`src/hdl/ebi_pkg.sv`:
```
/*
  Constants, types and state encoding of the external bus block.
  Assumes a 32-bit APB with 12-bit byte addresses; register byte
  address is four times the low index bits.
*/
package ebi_pkg;

  // register indices; byte address is index times four
  localparam logic [31:0] DATA_WAIT_CTRL_IDX  = 32'hFFFFF060;
  localparam logic [31:0] IDLE_CYCLE_CTRL_IDX = 32'h0FFFF062;
  localparam logic [31:0] SYSTEM_CTRL_IDX     = 32'hFFFFF064;
  localparam logic [31:0] BUS_MODE_IDX        = 32'hFFFFF066;
  localparam logic [31:0] BUS_STATUS_IDX      = 32'hFFFFF068;
  localparam int unsigned IDX_W               = 10;

  // reset values and writable masks
  localparam logic [15:0] DWC_RESET  = 16'hFFFF;
  localparam logic [15:0] BCC_RESET  = 16'hAAAA;
  localparam logic [15:0] BCC_MASK   = 16'hAAAA;
  localparam logic [7:0]  SYC_MASK   = 8'h01;
  localparam int unsigned SSEL_BIT   = 0;
  localparam int unsigned EXP_BIT    = 0;
  localparam int unsigned ADR_BIT    = 1;

  // address map
  localparam logic [3:0]  BLK_ROM     = 4'h0;
  localparam logic [3:0]  BLK_TOP     = 4'hF;
  localparam logic [11:0] PERIPH_PAGE = 12'hFFF;
  localparam logic [23:0] ADDR_HI     = 24'h000002;

  // access clocks per resource
  localparam logic [2:0] CLK_ROM_FETCH = 3'h1;
  localparam logic [2:0] CLK_ROM_OPER  = 3'h3;
  localparam logic [2:0] CLK_RAM_FETCH = 3'h3;
  localparam logic [2:0] CLK_RAM_OPER  = 3'h1;
  localparam logic [2:0] CLK_PERI_OPER = 3'h3;
  localparam logic [3:0] WAIT_CNT_MAX  = 4'hF;

  // access sizes
  localparam logic [1:0] SIZE_BYTE = 2'h0;
  localparam logic [1:0] SIZE_HALF = 2'h1;
  localparam logic [1:0] SIZE_WORD = 2'h2;

  typedef enum logic [2:0] {
    ST_IDLE = 3'h0, ST_T1 = 3'h1, ST_T2 = 3'h3, ST_T3 = 3'h2,
    ST_TI   = 3'h6, ST_TW = 3'h7, ST_INT = 3'h4
  } ebi_state_t;

  typedef struct packed {
    logic        valid;
    logic        fetch;
    logic        write;
    logic [1:0]  size;
    logic [23:0] addr;
    logic [31:0] wdata;
  } ebi_req_t;

  typedef struct packed {
    logic        done;
    logic        err;
    logic [31:0] rdata;
  } ebi_rsp_t;

  typedef struct packed {
    logic [23:0] addr;
    logic [15:0] ad_out;
    logic        ad_oe;
    logic        address_latch_strobe;
    logic        data_strobe_n;
    logic        rw;
    logic        low_byte_enable_n;
    logic        high_byte_enable_n;
    logic        read_strobe_n;
    logic        write_low_strobe_n;
    logic        write_high_strobe_n;
  } ebi_pins_t;

  typedef struct packed {
    logic addr_oe;
    logic latch_oe;
    logic set0_oe;
    logic set1_oe;
    logic high_be_oe;
  } ebi_pin_oe_t;

  localparam ebi_pins_t PINS_IDLE = '{addr: 24'h0, ad_out: 16'h0, ad_oe: 1'b0,
    address_latch_strobe: 1'b0, rw: 1'b1, default: 1'b1};

endpackage : ebi_pkg

```
`src/hdl/ebi_bus_ctrl.sv`:
```
/*
  External bus controller: splits CPU accesses into bus cycles,
  inserts programmed, external and idle states, APB registers.
  Assumes CPU requests on pclk, aligned halfword and word addresses.
*/
`timescale 1ns/1ns
module ebi_bus_ctrl
  import ebi_pkg::*;
(
  input  wire logic        pclk,
  input  wire logic        presetn,
  input  wire logic [11:0] paddr,
  input  wire logic        psel,
  input  wire logic        penable,
  input  wire logic        pwrite,
  input  wire logic [31:0] pwdata,
  input  wire logic [3:0]  pstrb,
  output logic      [31:0] prdata,
  output logic             pready,
  output logic             pslverr,
  input  wire ebi_req_t    req,
  output logic             req_ready,
  output ebi_rsp_t         rsp,
  input  wire logic        periph_wait,
  input  wire logic        wait_n,
  input  wire logic [15:0] ad_in,
  output ebi_pins_t        pins,
  output ebi_pin_oe_t      pin_oe
);

  typedef struct packed {
    ebi_state_t  st;
    logic [15:0] data_wait_control;
    logic [15:0] bcc;
    logic [7:0]  system_control;
    logic [1:0]  mode;
    logic [31:0] prdata;
    logic        pready;
    logic        pslverr;
    logic [1:0]  wait_sync;
    logic [15:0] ad_s1;
    logic [15:0] ad_s2;
    ebi_req_t    cur;
    logic        peri;
    logic        hi_half;
    logic [1:0]  waits_left;
    logic [2:0]  cnt;
    logic [3:0]  wait_cnt;
    logic [3:0]  last_waits;
    logic        req_ready;
    ebi_rsp_t    rsp;
    ebi_pins_t   pins;
    ebi_pin_oe_t oe;
  } ebi_regs_t;

  localparam ebi_regs_t REGS_RESET = '{st: ST_IDLE, data_wait_control: DWC_RESET,
    bcc: BCC_RESET, wait_sync: 2'h3, req_ready: 1'b1, pins: PINS_IDLE,
    default: '0};

  ebi_regs_t       q;
  ebi_regs_t       d;
  logic [31:0]     rd_value;
  logic            hit;
  logic [IDX_W-1:0] apb_idx;
  logic            apb_wr;
  logic            start;
  logic [3:0]      req_blk;
  logic            req_peri;
  logic [1:0]      req_waits;
  logic            idle_en;
  logic            wait_act;
  logic            more;
  logic            lane_lo;
  logic            lane_hi;
  logic [15:0]     wr_half;
  ebi_pins_t       t2_pins;

  ////////////////////////////////////////////////////////////////////
  // decode helpers
  assign apb_idx   = paddr[IDX_W+1:2];
  assign apb_wr    = psel & penable & pwrite & q.pready;
  assign start     = (q.st == ST_IDLE) & req.valid & q.req_ready;
  assign req_blk   = req.addr[23:20];
  assign req_peri  = (req.addr[23:12] == PERIPH_PAGE);
  // pair n field at bits 2n+1:2n, block 0 forced to zero
  assign req_waits = (req_blk == BLK_ROM) ? 2'h0
                   : q.data_wait_control[{req.addr[23:21], 1'b0} +: 2];
  assign idle_en   = q.bcc[{q.cur.addr[23:21], 1'b1}];
  assign wait_act  = ~q.wait_sync[1];
  assign more      = (q.cur.size == SIZE_WORD) & ~q.hi_half;

  // byte lanes; odd byte uses the high lane
  assign lane_lo = (q.cur.size != SIZE_BYTE) | ~q.cur.addr[0];
  assign lane_hi = (q.cur.size != SIZE_BYTE) | q.cur.addr[0];
  // byte copied to both lanes, the unused one is invalid
  assign wr_half = (q.cur.size == SIZE_BYTE) ? {2{q.cur.wdata[7:0]}}
                 : q.hi_half ? q.cur.wdata[31:16] : q.cur.wdata[15:0];

  // strobe state held from T2 through wait states to T3
  assign t2_pins = '{addr: q.pins.addr, ad_out: wr_half,
    ad_oe: q.cur.write, address_latch_strobe: 1'b0, data_strobe_n: 1'b0,
    rw: ~q.cur.write, low_byte_enable_n: ~lane_lo,
    high_byte_enable_n: ~lane_hi, read_strobe_n: q.cur.write,
    write_low_strobe_n: ~(q.cur.write & lane_lo),
    write_high_strobe_n: ~(q.cur.write & lane_hi)};

  // address phase pins
  function automatic ebi_pins_t t1_pins(input logic [23:0] a);
    ebi_pins_t p;
    p = PINS_IDLE;
    p.addr = a;
    p.ad_out = a[15:0];
    p.ad_oe = 1'b1;
    p.address_latch_strobe = 1'b1;
    return p;
  endfunction : t1_pins

  function automatic logic [15:0] merge16(input logic [15:0] old,
                                          input logic [31:0] wd,
                                          input logic [3:0]  st);
    return {st[1] ? wd[15:8] : old[15:8], st[0] ? wd[7:0] : old[7:0]};
  endfunction : merge16

  ////////////////////////////////////////////////////////////////////
  // next state of everything
  always_comb begin
    d = q;
    rd_value = 32'h0;
    hit = 1'b1;
    d.wait_sync = {q.wait_sync[0], wait_n};
    d.ad_s1 = ad_in;
    d.ad_s2 = q.ad_s1;
    d.rsp.done = 1'b0;

    // register read mux
    case (apb_idx)
      DATA_WAIT_CTRL_IDX[IDX_W-1:0]:  rd_value = {16'h0, q.data_wait_control};
      IDLE_CYCLE_CTRL_IDX[IDX_W-1:0]: rd_value = {16'h0, q.bcc};
      SYSTEM_CTRL_IDX[IDX_W-1:0]:     rd_value = {24'h0, q.system_control};
      BUS_MODE_IDX[IDX_W-1:0]:        rd_value = {30'h0, q.mode};
      BUS_STATUS_IDX[IDX_W-1:0]:
        rd_value = {23'h0, q.st != ST_IDLE, 4'h0, q.last_waits};
      default: hit = 1'b0;
    endcase

    // apb slave, zero wait answer
    d.pready = psel & ~penable;
    d.pslverr = 1'b0;
    if (psel && !penable) begin
      d.prdata = rd_value;
      d.pslverr = ~hit;
    end
    if (apb_wr) begin
      case (apb_idx)
        DATA_WAIT_CTRL_IDX[IDX_W-1:0]:
          d.data_wait_control = merge16(q.data_wait_control, pwdata, pstrb);
        IDLE_CYCLE_CTRL_IDX[IDX_W-1:0]:
          d.bcc = merge16(q.bcc, pwdata, pstrb) & BCC_MASK;
        SYSTEM_CTRL_IDX[IDX_W-1:0]:
          if (pstrb[0]) d.system_control = pwdata[7:0] & SYC_MASK;
        BUS_MODE_IDX[IDX_W-1:0]:
          if (pstrb[0]) d.mode = pwdata[1:0];
        default: ;
      endcase
    end

    // pin functions follow mode and strobe set
    d.oe.latch_oe   = q.mode[EXP_BIT];
    d.oe.addr_oe    = q.mode[EXP_BIT] & q.mode[ADR_BIT];
    d.oe.set0_oe    = q.mode[EXP_BIT] & ~q.system_control[SSEL_BIT];
    d.oe.set1_oe    = q.mode[EXP_BIT] & q.system_control[SSEL_BIT];
    d.oe.high_be_oe = q.mode[EXP_BIT];

    // access sequencer
    case (q.st)
      ST_IDLE: begin
        if (start) begin
          d.cur = req;
          d.peri = 1'b0;
          d.hi_half = 1'b0;
          d.rsp.err = 1'b0;
          d.rsp.rdata = 32'h0;
          d.req_ready = 1'b0;
          d.st = ST_INT;
          if (req_blk == BLK_ROM) begin
            d.cnt = (req.fetch ? CLK_ROM_FETCH : CLK_ROM_OPER) - 3'h1;
          end else if (req_blk == BLK_TOP && req_peri) begin
            d.peri = 1'b1;
            d.cnt = CLK_PERI_OPER - 3'h1;
            if (req.fetch) begin
              d.st = ST_IDLE;
              d.req_ready = 1'b1;
              d.rsp.done = 1'b1;
              d.rsp.err = 1'b1;
            end
          end else if (req_blk == BLK_TOP) begin
            d.cnt = (req.fetch ? CLK_RAM_FETCH : CLK_RAM_OPER) - 3'h1;
          end else if (q.mode[EXP_BIT]) begin
            d.st = ST_T1;
            d.pins = t1_pins(req.addr);
            d.waits_left = req_waits;
            d.wait_cnt = 4'h0;
          end else begin
            d.st = ST_IDLE;
            d.req_ready = 1'b1;
            d.rsp.done = 1'b1;
            d.rsp.err = 1'b1;
          end
        end
      end
      // internal access; only peripherals add their own waits
      ST_INT: begin
        if (q.cnt != 3'h0) begin
          d.cnt = q.cnt - 3'h1;
        end else if (!(q.peri && periph_wait)) begin
          d.st = ST_IDLE;
          d.req_ready = 1'b1;
          d.rsp.done = 1'b1;
        end
      end
      ST_T1: begin
        d.st = ST_T2;
        d.pins = t2_pins;
      end
      // programmed or external wait, whichever lasts longer
      ST_T2, ST_TW: begin
        if (q.waits_left != 2'h0 || wait_act) begin
          d.st = ST_TW;
          if (q.waits_left != 2'h0) d.waits_left = q.waits_left - 2'h1;
          if (q.wait_cnt != WAIT_CNT_MAX) d.wait_cnt = q.wait_cnt + 4'h1;
        end else begin
          d.st = ST_T3;
        end
      end
      // end of data phase, capture read data
      ST_T3: begin
        d.pins = PINS_IDLE;
        d.last_waits = q.wait_cnt;
        if (q.cur.size == SIZE_BYTE) begin
          d.rsp.rdata = {24'h0, q.cur.addr[0] ? q.ad_s2[15:8] : q.ad_s2[7:0]};
        end else if (q.hi_half) begin
          d.rsp.rdata[31:16] = q.ad_s2;
        end else begin
          d.rsp.rdata[15:0] = q.ad_s2;
        end
        if (idle_en) begin
          d.st = ST_TI;
        end else if (more) begin
          d.st = ST_T1;
          d.hi_half = 1'b1;
          d.pins = t1_pins(q.cur.addr | ADDR_HI);
          d.waits_left = q.data_wait_control[{q.cur.addr[23:21], 1'b0} +: 2];
          d.wait_cnt = 4'h0;
        end else begin
          d.st = ST_IDLE;
          d.req_ready = 1'b1;
          d.rsp.done = 1'b1;
        end
      end
      ST_TI: begin
        if (more) begin
          d.st = ST_T1;
          d.hi_half = 1'b1;
          d.pins = t1_pins(q.cur.addr | ADDR_HI);
          d.waits_left = q.data_wait_control[{q.cur.addr[23:21], 1'b0} +: 2];
          d.wait_cnt = 4'h0;
        end else begin
          d.st = ST_IDLE;
          d.req_ready = 1'b1;
          d.rsp.done = 1'b1;
        end
      end
      default: d.st = ST_IDLE;
    endcase
  end

  ////////////////////////////////////////////////////////////////////
  // state register
  always_ff @(posedge pclk or negedge presetn) begin
    if (!presetn) begin
      q <= REGS_RESET;
    end else begin
      q <= d;
    end
  end

  // outputs straight from flops
  assign prdata    = q.prdata;
  assign pready    = q.pready;
  assign pslverr   = q.pslverr;
  assign req_ready = q.req_ready;
  assign rsp       = q.rsp;
  assign pins      = q.pins;
  assign pin_oe    = q.oe;

  ////////////////////////////////////////////////////////////////////
  // checks
  rom_fetch_a:
  assert property (@(posedge pclk) disable iff (!presetn)
    start && req_blk == BLK_ROM && req.fetch |=> q.st == ST_INT ##1 q.rsp.done)
    else $error("rom fetch not one clock");

  rom_oper_a:
  assert property (@(posedge pclk) disable iff (!presetn)
    start && req_blk == BLK_ROM && !req.fetch |=> ##3 q.rsp.done)
    else $error("rom operand not three clocks");

  ram_nowait_a:
  assert property (@(posedge pclk) disable iff (!presetn)
    start && req_blk == BLK_TOP && !req_peri && !req.fetch |=> ##1 q.rsp.done)
    else $error("ram operand not one clock");

  prog_wait_a:
  assert property (@(posedge pclk) disable iff (!presetn)
    q.st == ST_T2 && q.waits_left == 2'h3 |=> (q.st == ST_TW) [*3])
    else $error("three programmed waits missing");

  ext_wait_a:
  assert property (@(posedge pclk) disable iff (!presetn)
    (q.st == ST_T2 || q.st == ST_TW) && wait_act |=> q.st == ST_TW)
    else $error("external wait ignored");

  int_nowait_a:
  assert property (@(posedge pclk) disable iff (!presetn)
    q.st == ST_INT && q.cnt == 3'h0 && !q.peri |=> q.rsp.done)
    else $error("internal access stretched");

  idle_state_a:
  assert property (@(posedge pclk) disable iff (!presetn)
    q.st == ST_T3 && idle_en |=> q.st == ST_TI ##1 q.st != ST_T2)
    else $error("idle state not inserted");

  word_order_a:
  assert property (@(posedge pclk) disable iff (!presetn)
    q.st == ST_T3 && more && !idle_en |=> q.st == ST_T1 && q.pins.addr[1])
    else $error("higher halfword not second");

  strobe_sets_a:
  assert property (@(posedge pclk) disable iff (!presetn)
    q.mode[EXP_BIT] && $stable(q.mode) && $stable(q.system_control)
      |=> q.oe.set1_oe == $past(q.system_control[SSEL_BIT]) && q.oe.set0_oe != q.oe.set1_oe)
    else $error("strobe set enables wrong");

endmodule : ebi_bus_ctrl

```
`config.mk`:
```
export PLATFORM = sky130hd
export DESIGN_NAME = ebi_bus_ctrl
export DESIGN_NICKNAME = d
export VERILOG_FILES = /design/src/hdl/ebi_pkg.sv /design/src/hdl/ebi_bus_ctrl.sv
export SDC_FILE = /design/constraint.sdc
export NUM_CORES = 1
export LEC_CHECK = 0
export CELL_PAD_IN_SITES_DETAIL_PLACEMENT = 0
export CELL_PAD_IN_SITES_GLOBAL_PLACEMENT = 1
export CORE_ASPECT_RATIO = 0.7
export CORE_UTILIZATION = 36
export CTS_CLUSTER_SIZE = 25
export DETAILED_ROUTE_END_ITERATION = 16
export DONT_BUFFER_PORTS = 1
export HOLD_SLACK_MARGIN = 0.02
export PLACE_DENSITY = 0.63
export SETUP_SLACK_MARGIN = 0.5
export SLEW_MARGIN = 20
export SYNTH_ARGS = -nofsm -noshare
export SYNTH_HDL_FRONTEND = slang
export SYNTH_SLANG_ARGS = --single-unit
```
`constraint.sdc`:
```
create_clock -name pclk -period 4.4 [get_ports pclk]
set_input_delay 0.66 -clock pclk [delete_from_list [all_inputs] [get_ports pclk]]
set_output_delay 0.66 -clock pclk [all_outputs]
set_load 0.005 [all_outputs]
```
# ---- After elaboration in Yosys (flattened, before gate mapping)
# Index checks and enable logic that the tools add are counted.
dict set report classes {
  shifts 2
  bitwise 26
  n_reduce_logical 37
  n_lt_le_gt_ge 1
  n_mux 72
  add_sub_neg 5
  eq_ne 31
}
# operator n
set op_table {}
lappend op_table {{$mux W49} 7}
lappend op_table {{$pmux W49 S4} 1}
lappend op_table {{$mux W84} 1}
lappend op_table {{$pmux W16 S5} 1}
lappend op_table {{$mux W16} 4}
lappend op_table {{$pmux W32 S2} 1}
lappend op_table {{$mux W3} 20}
lappend op_table {{$eq A10 B7 Y1 const B} 5}
lappend op_table {{$mux W32} 1}
lappend op_table {{$mux W4} 8}
lappend op_table {{$shiftx A16 B5 Y2} 2}
lappend op_table {{$reduce_and A3 Y1} 10}
lappend op_table {{$ne A2 B2 Y1 const B} 13}
lappend op_table {{$mux W2} 12}
lappend op_table {{$pmux W3 S6} 1}
lappend op_table {{$reduce_and A9 Y1} 2}
lappend op_table {{$pmux W2 S4} 2}
lappend op_table {{$pmux W4 S4} 1}
lappend op_table {{$and A1 B1 Y1} 12}
lappend op_table {{$eq A12 B12 Y1 const B} 1}
lappend op_table {{$not A1 Y1} 12}
lappend op_table {{$reduce_bool A4 Y1} 3}
lappend op_table {{$mux W10} 1}
lappend op_table {{$eq A3 B3 Y1 const B} 3}
lappend op_table {{33 further kinds} 50}
dict set report totals {
  reg_bits 260
  out_inout_bits 123
}

# ---- Depth between registers and ports, before layout
dict set report logic_depth {
  word_depth 7
  ltp_mapped 8
  ltp_nobuf 7
}

# ---- Worst setup path before layout
# No wires, ideal clock.
dict set report synth_path {
  path_kind {input -> register}
  from {input paddr[10]}
  to {register q[259] (netlist bit)}
  setup_time_ns 0.082
  stages 7
  path_slack_ns 1.940
  arrival_time_ns 2.378
  path_buffers 2
  path_cell_list {or4b_4 nor4_4 and2_1 buf_4 and3_1 buf_4 mux2_2}
}
dict set report synth_between {
  elab_chain_len 2
}
# element line
set synth_lines {}
lappend synth_lines {{start, declared} ebi_bus_ctrl.sv:12} ;# input wire logic [11:0] paddr,
lappend synth_lines {{$eq A10 B7 Y1} ebi_bus_ctrl.sv:154} ;# case (apb_idx)
lappend synth_lines {{$reduce_and A3 Y1 (no line)} --}
lappend synth_lines {{end signal, assigned} ebi_bus_ctrl.sv:281} ;# q <= REGS_RESET;
lappend synth_lines {{end signal, assigned} ebi_bus_ctrl.sv:283} ;# q <= d;
lappend synth_lines {{end, declared} ebi_bus_ctrl.sv:60} ;# ebi_regs_t q;
# Every way passes these cells.
# A chain may end at the register's enable or synchronous reset.

# ---- Final worst setup path
dict set report layout_path {
  from {register q[102] (netlist bit)}
  to {register q (netlist bit pins[8])}
}
dict set report layout_between {
  elab_chain_len 5
  elab_cells_between_ends 7
  classes_between {eq/ne (1); mux (3); bitwise (2); reduce/logical (1)}
}
# element line
set layout_lines {}
lappend layout_lines {{$not A1 Y1 *} ebi_bus_ctrl.sv:90} ;# assign more = (q.cur.size == SIZE_WORD) & ~q.hi_half;
lappend layout_lines {{$and A1 B1 Y1 *} ebi_bus_ctrl.sv:90}
lappend layout_lines {{$mux W49} ebi_bus_ctrl.sv:248} ;# end else if (more) begin
lappend layout_lines {{$mux W49} ebi_bus_ctrl.sv:246} ;# if (idle_en) begin
lappend layout_lines {{$pmux W49 S4} ebi_bus_ctrl.sv:175} ;# case (q.st)
# Every way passes the cells marked *; elsewhere a longest branch is shown, timed or not.

==> impl_table.tex <==
\begin{tabular}{lr}
\hline
Metric & Value \\
\hline
\multicolumn{2}{l}{\textbf{Hold path}} \\
\quad Worst hold-check path type & input pin to async pin \\
\multicolumn{2}{l}{\textbf{Place}} \\
\quad Worst slack at placement & about 1500 ps \\
\quad GP Congestion & just under 0.8 \\
\quad Buffers added on ports & 0 \\
\quad Placed inst area & about 11000 um2 \\
\quad Sum of net half-perimeters after detailed placement & about 19000 um \\
\multicolumn{2}{l}{\textbf{Setup path}} \\
\quad Crit-path max FO & 40 \\
\quad Data required time at the worst endpoint & between 4000 and 5000 ps \\
\quad Start point of the critical path & q[102] \\
\quad Arrival time worst endpoint & $\sim$3200 ps \\
\quad Nature of the critical path endpoint & flip-flop \\
\quad Element type at the critical path start & flip-flop \\
\quad Endpoint of the worst register-to-register path & pins[8] \\
\quad R2r startpoint & q[102] \\
\quad Critical path type & flip-flop to flip-flop \\
\quad Register-to-register setup slack & between 1500 and 2000 ps \\
\quad R2R cell count & 7 \\
\multicolumn{2}{l}{\textbf{Logic synthesis}} \\
\quad Flip-flop and latch count after synthesis & around 240 \\
\quad Number of warnings reported in the yosys synthesis log & 0 \\
\quad Share of synthesized registers carrying an async set or reset & 100\% \\
\quad Most area-hungry cell type in the Yosys netlist & dfrtp\_1 \\
\quad Main flop type after synthesis & dfrtp\_1 \\
\quad Largest cells by area after synthesis & dfrtp\_1 (47\%), nand2\_1 (9.9\%), buf\_4 (8.6\%) \\
\quad Number of cells produced by synthesis & between 1000 and 1500 \\
\quad Area of the mapped netlist & 11200 um2 \\
\quad Synth cell count leaders & nand2\_1 (295), dfrtp\_1 (209), buf\_4 (128) \\
\quad Number of library cell types mapped by synthesis & 67 \\
\quad Most frequent cell after synthesis & nand2\_1 \\
\quad Area share of the leading cell type in the synthesized netlist & between 40\% and 50\% \\
\quad Sequential element share of the synthesized area & a little over half \\
\quad Number of synthesized flops with an enable pin & 0 \\
\quad Mean instance size in the synthesized netlist & between 9 and 10 um2 \\
\multicolumn{2}{l}{\textbf{Routing}} \\
\quad Iteration-0 DRC count of the detailed router & 455 \\
\quad Final Routed Wirelength & 27700 um \\
\quad Via count of the routed design & slightly above 7000 \\
\quad Number of nets with antenna violations after detailed routing & 0 \\
\quad Routed len/inst & 19.4 um \\
\quad Number of iterations in the first detailed-routing pass & 5 \\
\quad DRC violation count after routing & 0 \\
\quad Via density & just under 5 \\
\multicolumn{2}{l}{\textbf{GRT}} \\
\quad Maximum number of pins on one net before global-route repair & 244 \\
\quad Via count of the first global-routing pass & approximately 7000 \\
\quad GRT Util Overall & between 10\% and 20\% \\
\quad Wire length of the first global-routing pass & 42900 um \\
\quad Aggregate global routing overflow & 0 \\
\quad Number of antenna violations at the first check in global routing & 0 \\
\multicolumn{2}{l}{\textbf{Cells and area}} \\
\quad Antenna diode count & 0 \\
\quad Fraction of layout cells with a size suffix above 1 & roughly 14\% \\
\quad Area grow syn2layout & 3.32\% \\
\quad Filler instances & roughly 3000 \\
\quad Number of nets in the layout & around 1100 \\
\quad Cell area after layout & $\sim$12000 um2 \\
\multicolumn{2}{l}{\textbf{STA}} \\
\quad Final Hold Violating Endpoints & about 160 \\
\quad Worst clock skew & 15.8 ps \\
\quad RSZ-0062 raised after global routing & no \\
\quad Worst slew pin tran & approximately 990 ps \\
\quad Final worst-path cycle share & just over 60\% \\
\quad Relative slew margins & 33.9\% \\
\quad Worst setup slack after layout & between 1500 and 2000 ps \\
\quad Final Max Tran Viols & 0 \\
\quad Post-layout min period & 2730 ps \\
\quad Final setup violation count & 0 \\
\quad Highest achievable clock rate & $\sim$370 MHz \\
\quad Worst hold slack across all endpoints & -175 ps \\
\quad Final TNS setup & 0 ps \\
\multicolumn{2}{l}{\textbf{Power}} \\
\quad Internal power consumption & approximately 0.0043 W \\
\quad Switching share of power & between 20\% and 30\% \\
\quad Switching pwr & 0.00175 W \\
\quad Fraction of power consumed by the clock network & about 37\% \\
\quad Static leakage & approximately 5.2 nW \\
\quad VDD IR-drop max & between 0.2 and 0.25 mV \\
\quad Pwr Total & 0.00609 W \\
\quad Power per standard cell area & $\sim$530 nW/um2 \\
\quad Sequential share of power & 49.5\% \\
\quad Portion of total power attributed to combinational logic & about an eighth \\
\multicolumn{2}{l}{\textbf{CTS}} \\
\quad Count of cells resized by post-cts repair & 0 \\
\quad Clock-pin transition on the worst setup and hold timing paths & 60 ps \\
\quad Root Buffer Master & clkbuf\_16 \\
\quad \# H-tree levels & 1 \\
\quad CTS tree & done \\
\quad CTS sink count & 243 \\
\quad Clock insertion delay at the later pin of the skew report & about 540 ps \\
\quad CTS Buf Count & 26 \\
\quad CTS Buffer Depth & 3 \\
\multicolumn{2}{l}{\textbf{Run status}} \\
\quad Status & complete, but fails checks \\
\quad Failing checks & hold timing \\
\multicolumn{2}{l}{\textbf{Run}} \\
\quad Max-cap violations & 0 \\
\multicolumn{2}{l}{\textbf{Die}} \\
\quad Effective utilization at floorplan & a little under two fifths \\
\quad Core area & 30300 um2 \\
\quad Num ports & between 200 and 300 \\
\quad Die Area & about 32000 um2 \\
\quad Row cnt & 53 \\
\quad Die width & roughly 210 um \\
\quad Overall die height & 150 um \\
\hline
\end{tabular}
==> worst max-delay path by stage <==
stage	end	slack, ps	cells after the start
2_1_floorplan	q[259]	1940	7
3_3_place_gp	q[263]	1460	6
3_5_place_dp	q[263]	1460	6
4_1_cts	pins[11]	1610	6
5_1_grt	pins[8]	1390	6
6_report	pins[8]	1670	7
==> sequential cells by signal (all words and copies together) (netlist names) <==
name       flops
rsp           34
pslverr        1
d             18
pready         1
q            119
pin_oe         4
req_ready      1
pins          49
prdata        16
==> final cells by class <==
type / count / area [um2] / share of cell area, %
repair buffers: 9 / 67.6 / 0.584
well taps: 412 / 515 / 4.45
inverters: 13 / 48.8 / 0.421
flip-flops and latches: 243 / 6120 / 52.9
clock buffers: 39 / 781 / 6.74
multi-input cells: 707 / 3940 / 34.0
clock inverters: 9 / 106 / 0.919
==> layout by cell type, fill, tap and decap left out, types with 27 or more instances in the layout <==
master	netlist	routed
clkbuf_16	0	27
dfrtp_1	209	209
nor2_1	67	66
o21ai_0	52	52
a22oi_1	27	27
nand2_1	295	295
a21oi_1	36	35
dfstp_2	34	34
mux2_2	40	40
mux2i_1	27	27
==> stage by stage <==
step | std cells | util (%)
6_report | 1432 | 38.2
2_1_floorplan | 1144 | -
4_1_cts | 1432 | 38.2
5_1_grt | 1432 | 38.2
3_5_place_dp | 1384 | 35.3
3_3_place_gp | 1384 | 35.3
==> power by group through the flow <==
stage               Combinational, W  Clock, W  Sequential (W)
floorplan                   0.000913         0         0.00288
global placement            0.000810         0         0.00304
detailed placement          0.000829         0         0.00305
CTS                         0.000831   0.00235         0.00302
global route                0.000953   0.00244         0.00307
finish                      0.000813   0.00227         0.00301
==> metal layers <==
metal / up-vias / GRT usage, % / wire length [um]
li1: 3420 / - / -
met1: 3473 / 25.1 / 12900
met2: 184 / 25.7 / 12000
met3: 36 / 5.98 / 2380
met4: 0 / 3.49 / 503
met5: - / 0 / 0
==> logic make-up after synthesis <==
group           synth area share (%)
simple gates                    15.9
flops                           54.6
buf+inv                         11.0
compound gates                  11.0
mux                             6.97
fa+ha+maj                      0.447
other cells                   0.0335
==> what timing repair did <==
action                                 in CTS  in global routing
setup buffers                               0                  0
setup endpoints to repair                   0                  0
endpoints found under the hold margin     234                215
==> worst max-delay path, cell delays in order (launching register included) <==
cell and delay [ps]:
dfrtp_1 690, or3b_1 560, nand3_1 110, o31ai_1 140, nor4b_4 290, buf_4 410, inv_2 70, a221o_1 340
(Power assumes the default switching activity.)
